<file path="src/rtl/psa_pkg.sv">
// Purpose: Shared constants and types of the packed saturating adder
// Assumes: 32-bit operands, 16-bit halves, 8-bit bytes
// Notes: Opfield codes select the operation within the S-unit group
package psa_pkg;
	localparam int PSA_DATA_W = 32;
	localparam int PSA_HALF_W = 16;
	localparam int PSA_BYTE_W = 8;
	localparam int PSA_OPF_W = 4;
	localparam int PSA_REG_W = 5;
	localparam logic [3:0] PSA_OPF_SIGNED_PAIR = 4'h0;
	localparam logic [3:0] PSA_OPF_UNSIGNED_SIGNED_PAIR = 4'h1;
	localparam logic [3:0] PSA_OPF_UNSIGNED_QUAD = 4'h3;
	localparam logic [15:0] PSA_S16_MAX = 16'h7FFF;
	localparam logic [15:0] PSA_S16_MIN = 16'h8000;
	localparam logic [15:0] PSA_U16_MAX = 16'hFFFF;
	localparam logic [15:0] PSA_U16_MIN = 16'h0000;
	localparam logic [7:0] PSA_U8_MAX = 8'hFF;
	localparam logic [31:0] PSA_DATA_RST = 32'h0000_0000;
	localparam logic [4:0] PSA_ADDR_RST = 5'h00;
	// Write-back follows issue by one edge: zero delay slots
	localparam int PSA_RESULT_LATENCY = 1;

	typedef enum logic [1:0] {
		PSA_MODE_SIGNED_PAIR = 2'h0,
		PSA_MODE_UNSIGNED_SIGNED_PAIR = 2'h1,
		PSA_MODE_UNSIGNED_QUAD = 2'h3,
		PSA_MODE_NONE = 2'h2
	} psa_mode_type;
endpackage

</file>
<file path="src/rtl/psa_lane_if.sv">
// Purpose: Carries one half-word lane between the core and a lane adder
// Assumes: Purely combinational lane
// Notes: Core drives operands and mode, lane returns the clamped half
`timescale 1ns/1ns
interface psa_lane_if;
	import psa_pkg::*;
	psa_mode_type mode;
	logic [15:0] opA;
	logic [15:0] opB;
	logic [15:0] sum;
	modport core (output mode, output opA, output opB, input sum);
	modport lane (input mode, input opA, input opB, output sum);
endinterface

</file>
<file path="src/rtl/psa_packed_sat_adder.sv">
// Purpose: Single-cycle packed saturating add unit, write-back after the E1 edge
// Assumes: Decode supplies the opfield, predicate result and operands in one cycle
// Notes: All outputs registered; the saturation flag port stays quiet
`timescale 1ns/1ns
module psa_packed_sat_adder
	import psa_pkg::*;
(
	input wire logic ref_clk,
	input wire logic rst_b,
	input wire logic clkEn,
	input wire logic issue,
	input wire logic [PSA_OPF_W-1:0] opfield,
	input wire logic predTrue,
	input wire logic [PSA_DATA_W-1:0] src1,
	input wire logic [PSA_DATA_W-1:0] src2,
	input wire logic [PSA_REG_W-1:0] dstAddr,
	output logic wrEn,
	output logic [PSA_REG_W-1:0] wrAddr,
	output logic [PSA_DATA_W-1:0] wrData,
	output logic satFlagWr
);
	psa_lane_if laneIf [2] ();
	psa_mode_type mode;
	logic [PSA_DATA_W-1:0] laneResult;
	logic next_wrEn;
	logic [PSA_REG_W-1:0] next_wrAddr;
	logic [PSA_DATA_W-1:0] next_wrData;
	logic next_satFlagWr;

	always_comb begin
		case (opfield)
			PSA_OPF_SIGNED_PAIR: mode = PSA_MODE_SIGNED_PAIR;
			PSA_OPF_UNSIGNED_SIGNED_PAIR: mode = PSA_MODE_UNSIGNED_SIGNED_PAIR;
			PSA_OPF_UNSIGNED_QUAD: mode = PSA_MODE_UNSIGNED_QUAD;
			default: mode = PSA_MODE_NONE;
		endcase
	end

	// Lane h takes bits of half h of both sources and returns to the same half
	for (genvar h = 0; h < 2; h++) begin : g_lane
		assign laneIf[h].mode = mode;
		assign laneIf[h].opA = src1[PSA_HALF_W*h +: PSA_HALF_W];
		assign laneIf[h].opB = src2[PSA_HALF_W*h +: PSA_HALF_W];
		assign laneResult[PSA_HALF_W*h +: PSA_HALF_W] = laneIf[h].sum;
		psa_lane u_lane (
			.lane(laneIf[h])
		);
	end

	always_comb begin
		// Unknown opfields and false predicates issue no write at all
		next_wrEn = issue && predTrue && (mode != PSA_MODE_NONE);
		next_wrAddr = dstAddr;
		next_wrData = laneResult;
		// The unit never reports saturation, even when a lane clamps
		next_satFlagWr = 1'b0;
		if (!next_wrEn) begin
			next_wrAddr = wrAddr;
			next_wrData = wrData;
		end
	end

	// Reset also waits for an enabled edge, so a low enable freezes every bit without exception
	always_ff @(posedge ref_clk) begin
		if (clkEn) begin
			if (!rst_b) begin
				wrEn <= 1'b0;
				wrAddr <= PSA_ADDR_RST;
				wrData <= PSA_DATA_RST;
				satFlagWr <= 1'b0;
			end else begin
				wrEn <= next_wrEn;
				wrAddr <= next_wrAddr;
				wrData <= next_wrData;
				satFlagWr <= next_satFlagWr;
			end
		end
	end
endmodule

</file>
<file path="src/rtl/psa_lane.sv">
// Purpose: One 16-bit lane: signed pair, mixed-sign pair or two unsigned bytes
// Assumes: Mode is stable for the cycle
// Notes: No carry ever leaves the lane
`timescale 1ns/1ns
module psa_lane
	import psa_pkg::*;
(
	psa_lane_if.lane lane
);
	logic [16:0] signedSum;
	logic [17:0] mixedSum;
	logic [8:0] byteSum [2];
	logic [15:0] byteRes;

	always_comb begin
		// Sign-extend one bit so overflow shows as disagreeing top bits
		signedSum = {lane.opA[15], lane.opA} + {lane.opB[15], lane.opB};
		// Unsigned first operand, signed second: two guard bits cover both ends
		mixedSum = {2'b00, lane.opA} + {{2{lane.opB[15]}}, lane.opB};
		byteRes = 16'h0000;
		for (int i = 0; i < 2; i++) begin
			// Each byte keeps its carry to itself
			byteSum[i] = {1'b0, lane.opA[8*i +: 8]} + {1'b0, lane.opB[8*i +: 8]};
			byteRes[8*i +: 8] = byteSum[i][8] ? PSA_U8_MAX : byteSum[i][7:0];
		end
		case (lane.mode)
			PSA_MODE_SIGNED_PAIR: begin
				if (signedSum[16] != signedSum[15]) begin
					lane.sum = signedSum[16] ? PSA_S16_MIN : PSA_S16_MAX;
				end else begin
					lane.sum = signedSum[15:0];
				end
			end
			PSA_MODE_UNSIGNED_SIGNED_PAIR: begin
				if (mixedSum[17]) begin
					lane.sum = PSA_U16_MIN;
				end else if (mixedSum[16]) begin
					lane.sum = PSA_U16_MAX;
				end else begin
					lane.sum = mixedSum[15:0];
				end
			end
			PSA_MODE_UNSIGNED_QUAD: begin
				lane.sum = byteRes;
			end
			default: begin
				lane.sum = 16'h0000;
			end
		endcase
	end
endmodule

</file>
<file path="config.mk">
export PLATFORM = sky130hd
export DESIGN_NAME = psa_packed_sat_adder
export DESIGN_NICKNAME = d
export VERILOG_FILES = /design/src/rtl/psa_pkg.sv /design/src/rtl/psa_lane_if.sv /design/src/rtl/psa_packed_sat_adder.sv /design/src/rtl/psa_lane.sv
export SDC_FILE = /design/constraint.sdc
export NUM_CORES = 1
export LEC_CHECK = 0
export ABC_AREA = 0
export BUFFER_PORTS_ARGS = -buffer_cell sky130_fd_sc_hd__buf_2
export CAP_MARGIN = 40
export CORE_AREA = 2 2 87 89
export CTS_CLUSTER_SIZE = 20
export DETAILED_ROUTE_END_ITERATION = 8
export DIE_AREA = 0 0 89 91
export GPL_TIMING_DRIVEN = 0
export PLACE_DENSITY = 0.9
export SLEW_MARGIN = 20
export SYNTH_ARGS = -nofsm -noshare
export SYNTH_HDL_FRONTEND = slang
export SYNTH_SLANG_ARGS = --single-unit
</file>
<file path="constraint.sdc">
create_clock -name ref_clk -period 10.6 [get_ports ref_clk]
set_input_delay 2.12 -clock ref_clk [delete_from_list [all_inputs] [get_ports ref_clk]]
set_output_delay 2.12 -clock ref_clk [all_outputs]
set_load 0.005 [all_outputs]
</file>
# After elaboration in Yosys (flattened, before gate mapping)
# Cells that the tools add are included.
classes:
  n_addsub: 8
  n_eq_ne: 8
  mux: 17
  reduce_logical: 5
ops:
  columns: ["cell", "n"]
  rows:
  - ["16-bit two-way mux", 8]
  - ["16-bit case mux with 3 select lines", 2]
  - ["17-bit by 16-bit adder with 18-bit output", 2]
  - ["8-bit by 8-bit adder with 9-bit output", 4]
  - ["16-bit by 16-bit adder with 17-bit output", 2]
  - ["32-bit two-way mux", 1]
  - ["8-bit two-way mux", 4]
  - ["2-bit case mux with 3 select lines", 1]
  - ["5-bit two-way mux", 1]
  - ["4-bit by 1-bit == test with 1-bit output (second input constant)", 1]
  - ["4-bit by 2-bit == test with 1-bit output (second input constant)", 1]
  - ["4-bit logical NOT", 1]
  - ["2-bit by 1-bit == test with 1-bit output (second input constant)", 1]
  - ["2-bit == test (second input constant)", 1]
  - ["1-bit logical AND", 2]
  - ["2-bit logical NOT", 1]
  - ["1-bit inequality test", 2]
  - ["2-bit by 1-bit inequality test with 1-bit output (second input constant)", 1]
  - ["2-bit inequality test (second input constant)", 1]
  - ["2-bit AND reduction", 1]
totals:
  register_bits: 38
  input_bits: 78
  output_inout_bits: 39
  word_cells: 41

# Depth between registers and ports, before layout
logic_depth:
  ltp_word: 6
  mapped_depth: 11
  mapped_depth_nobuf: 11

# Cells and area by module
# Synthesis repeated with hierarchy kept, for this count alone.
hier_totals:
  cells_unflattened: 515
  hier_area_um2: 4453.0
modules_own_cells:
  columns: ["module", "n_inst", "cells_each", "area_each_um2", "seq_area_each_um2"]
  rows:
  - ["psa_lane (g_lane[0].u_lane)", 1, 210, 1506.4, 0.0]
  - ["psa_lane (g_lane[1].u_lane)", 1, 216, 1476.4, 0.0]
  - ["psa_packed_sat_adder", 1, 89, 1470.2, 1141.1]

# Worst setup path before layout
# No wires, ideal clock.
synth_timing:
  path_kind: "in2reg"
  startpoint: "input port opfield[3]"
  endpoint: "register wrAddr[0], enable pin"
  setup_time_ns: 0.488
  t_arrival_ns: 5.432
  t_required_ns: 10.112
  slack_ns: 4.679
  path_stages: 4
  n_path_buf: 0
  cell_sequence: "nor2_1 -> a21boi_0 -> nand3_1 -> a21boi_0"
synth_between:
  elab_chain_len: 6
  elab_cells_between_ends: 8
  cone_classes: "eq/ne (4); mux (1); reduce/logical (3)"
synth_lines:
  columns: ["element", "line", "text"]
  rows:
  - ["start, declared", "psa_packed_sat_adder.sv:12", "input wire logic [PSA_OPF_W-1:0] opfield,"]
  - ["4-bit by 2-bit == test with 1-bit output (tied with other cells)", "psa_packed_sat_adder.sv:31", "case (opfield)"]
  - ["2-bit case mux with 3 select lines (*)", "psa_packed_sat_adder.sv:31", null]
  - ["2-bit inequality test (*)", "psa_packed_sat_adder.sv:52", "next_wrEn = issue && predTrue && (mode != PSA_MODE_NONE);"]
  - ["1-bit logical AND (*)", "psa_packed_sat_adder.sv:52", null]
  - ["2-bit by 1-bit inequality test with 1-bit output (no line) (*)", null, null]
  - ["2-bit AND reduction (no line) (*)", null, null]
  - ["end signal, assigned", "psa_packed_sat_adder.sv:73", "wrAddr <= next_wrAddr;"]
  - ["end, declared", "psa_packed_sat_adder.sv:18", "output logic [PSA_REG_W-1:0] wrAddr,"]
# Every way passes the cells marked *; elsewhere a longest branch is shown, timed or not.
# A chain may end at the register's enable or synchronous reset.

# Worst setup path in the final report
layout_timing:
  startpoint: "input port src1[8]"
  endpoint: "register wrData[11] (data pin)"
layout_between:
  elab_chain_len: 5
  elab_cells_between_ends: 11
  cone_classes: "add/sub (3); eq/ne (1); mux (7)"
layout_lines:
  columns: ["element", "line", "text"]
  rows:
  - ["start, declared", "psa_packed_sat_adder.sv:14", "input wire logic [PSA_DATA_W-1:0] src1,"]
  - ["17-bit by 16-bit adder with 18-bit output / 16-bit by 16-bit adder with 17-bit output (equally long branches)", "psa_lane.sv:19, psa_lane.sv:17", null]
  - ["16-bit two-way mux (tied with other cells)", "psa_lane.sv:37", "end else if (mixedSum[16]) begin"]
  - ["16-bit two-way mux (on tied branches)", "psa_lane.sv:35, psa_lane.sv:28", null]
  - ["16-bit case mux with 3 select lines (*)", "psa_lane.sv:26", "case (lane.mode)"]
  - ["32-bit two-way mux (*)", "psa_packed_sat_adder.sv:57", "if (!next_wrEn) begin"]
  - ["end signal, assigned", "psa_packed_sat_adder.sv:74", "wrData <= next_wrData;"]
  - ["end, declared", "psa_packed_sat_adder.sv:19", "output logic [PSA_DATA_W-1:0] wrData,"]
# Every way passes the cells marked *; elsewhere a longest branch is shown, timed or not. The select of a mux whose other input is x is not followed.

==> results.json <==
{
  "status": "completed",
  "finalSetupTns_ps": 0,
  "row_count": 31,
  "vias": 4209,
  "crit_path_end_kind": "flip-flop",
  "p_total_w": 0.000476,
  "grt_pass1_wl_mm": 17.8,
  "slew_headroom": 0.457,
  "critPathMaxStageDelay_ps": 450,
  "nNetsFinal": 714,
  "dieArea_um2": 8100,
  "p_leak_nw": 2.02,
  "placed_area_um2": 4830,
  "critical_path_required_ps": 10710,
  "synthArstFlopShare": 0,
  "tightestPinTransition_ps": 807,
  "pre_cts_slack_ps": 5330,
  "crit_arrival_ps": 5120,
  "die_h_um": 91,
  "syn_area_um2": 4090,
  "postCtsSetupBuffers": 0,
  "grt.total_usage": 0.270,
  "layout_common_cells": "123 x buf_2, 51 x a21oi_1, 45 x o21ai_0",
  "cts-root-buf": "clkbuf_8",
  "initialDrtViolationCount": 377,
  "seqCellArea_um2": 1140,
  "synth_ff_type": "edfxtp_1",
  "finalHoldViolations": 0,
  "clk_pin_slew_ps": 70,
  "antenna_found_initial": 0,
  "core-area_um2": 7140,
  "final_common_cell": "buf_2",
  "grt.overflow.total": 0,
  "num_antenna_cells": 0,
  "io_buffers": 115,
  "synth_edf_count": 38,
  "die_w_um": 89,
  "ctsHoldBuffers": 0,
  "rsz0062_at_grt": "no",
  "synth_cells": 474,
  "setup_viol": 0,
  "ys_types": 57,
  "clock_path_buffers": 2,
  "hpwl_mm": 9.00,
  "drive_gt1_frac": 0.245,
  "grt_pass1_vias": 3848,
  "p_per_area_nw_per_um2": 96.8,
  "cts_resized": 0,
  "synth_area_per_cell_um2": 8.63,
  "wl_per_cell_um": 15.9,
  "critPathKind": "input pin to flip-flop",
  "cts_made_buffers": 5,
  "slew_violations": 0,
  "clock.fmax_mhz": 199,
  "multi_input_area_um2": 2800,
  "layout_setup_ws_ps": 5590,
  "clock-sinks": 38,
  "synth_warnings": 0,
  "fill_cells": 612,
  "peakVddDrop_mv": 0.0469,
  "critPathLaunchType": "input pin",
  "cpMaxStageDelayCell": "fa_1",
  "drt_wl_total_mm": 11.1,
  "ys_seq_area_frac": 0.279,
  "syn_nets": 590,
  "via_per_inst": 6.03,
  "final_area_um2": 4910,
  "drc": 0,
  "initial_core_util": 0.573,
  "htree_levels": 2,
  "synth_seq_cells": 38,
  "fin_crit_ps": 5010,
  "cts_tree": "done",
  "place_congestion": 0.967,
  "crit_path_cell_trace": "buf_2 > ha_1 > fa_1 > a21o_1 > a221oi_4 > o21ai_1 > o21ba_2 > xnor2_2 > nor3b_1 > o22ai_1 > a31oi_1",
  "ios": 117,
  "hold_class": "input pin to flip-flop",
  "whs_path_depth": 1,
  "fin_crit_sh": 0.473,
  "maxCapViolCount": 0,
  "cp_max_fo": 9,
  "drtAntennaViolNets": 0,
  "grt_start_max_net_pins": 20,
  "firstDrtPassIters": 5,
  "syn2layout_area_growth_pct": 20.1
}
-- flip-flops by register name (all words and copies together), names as in the netlist --
name	cells
wrAddr	5
wrData	32
wrEn	1
-- per-stage QoR --
step | hold slack (ps) | cells | util
after CTS | 2050 | 698 | 0.689
after detailed placement | 2340 | 690 | 0.677
after global placement | 2340 | 688 | 0.671
final | 2050 | 698 | 0.689
after global routing | 2050 | 698 | 0.689
after floorplan | 2230 | 474 | -
-- path summary, 6_finish.rpt --
check	from	end	slack, ps
min	clkEn	wrEn	2050
max	src1[8]	wrData[11]	5590
-- critical path: cells and delay by family --
family	cells	cell delay [ps]
AOI/OAI and AO/OA	6	1630
xor gates and xnor gates	1	190
adders and majority gates	2	700
buffers and inverters	1	100
and+or+nand+nor	1	370
-- logic make-up (layout without fill, tap and decap cells) --
logic type | count (synthesis) | in the layout | share of synthesized area
AOI/OAI and AO/OA | 201 | 201 | 0.317
xor gates and xnor gates | 43 | 43 | 0.0939
adders and majority gates | 38 | 38 | 0.124
buffers and inverters | 36 | 161 | 0.0391
DFF | 38 | 38 | 0.279
other | 1 | 1 | 0.000917
and+or+nand+nor | 117 | 117 | 0.146
-- per-layer routing --
layer	part of all wire	vias up	routed length (um)	track usage
met1	0.45	1919	4960	0.394
met5	0	-	0	0
met2	0.45	220	5020	0.427
met3	0.078	22	867	0.0309
li1	-	2048	-	-
met4	0.020	0	216	0.0609
-- cell usage after synthesis, types with 6 or more instances --
cell,count,share of area
clkbuf_1,7,0.0064
o211ai_1,11,0.020
o21ai_0,45,0.055
nand3_1,12,0.015
a31oi_1,19,0.029
and2_1,10,0.015
a211oi_1,6,0.011
o21a_1,7,0.013
nand2b_1,10,0.015
o21ai_1,7,0.0086
a21o_1,16,0.029
inv_1,18,0.017
xnor2_1,25,0.054
xor2_1,17,0.036
ha_1,34,0.10
o22ai_1,6,0.0092
nor2_1,21,0.019
buf_2,8,0.0098
and3_1,7,0.011
a21oi_1,51,0.062
edfxtp_1,38,0.28
nand2_1,34,0.031
-- layout make-up --
type	instances	share of cell area
multi-input cells	400	0.570
flip-flops and latches	38	0.232
repair buffers	117	0.123
well taps	99	0.0252
plain buffers	18	0.0188
clock buffers	6	0.0148
inverters	18	0.0137
clock inverters	2	0.00178
-- power by group --
part | switching, W | internal (W) | leakage [nW]
Clock | 0.0000465 | 0.0000451 | 0.0426
Combinational | 0.000123 | 0.0000840 | 1.66
Sequential | 0.00000218 | 0.000175 | 0.317
(Power assumes the default switching activity.)
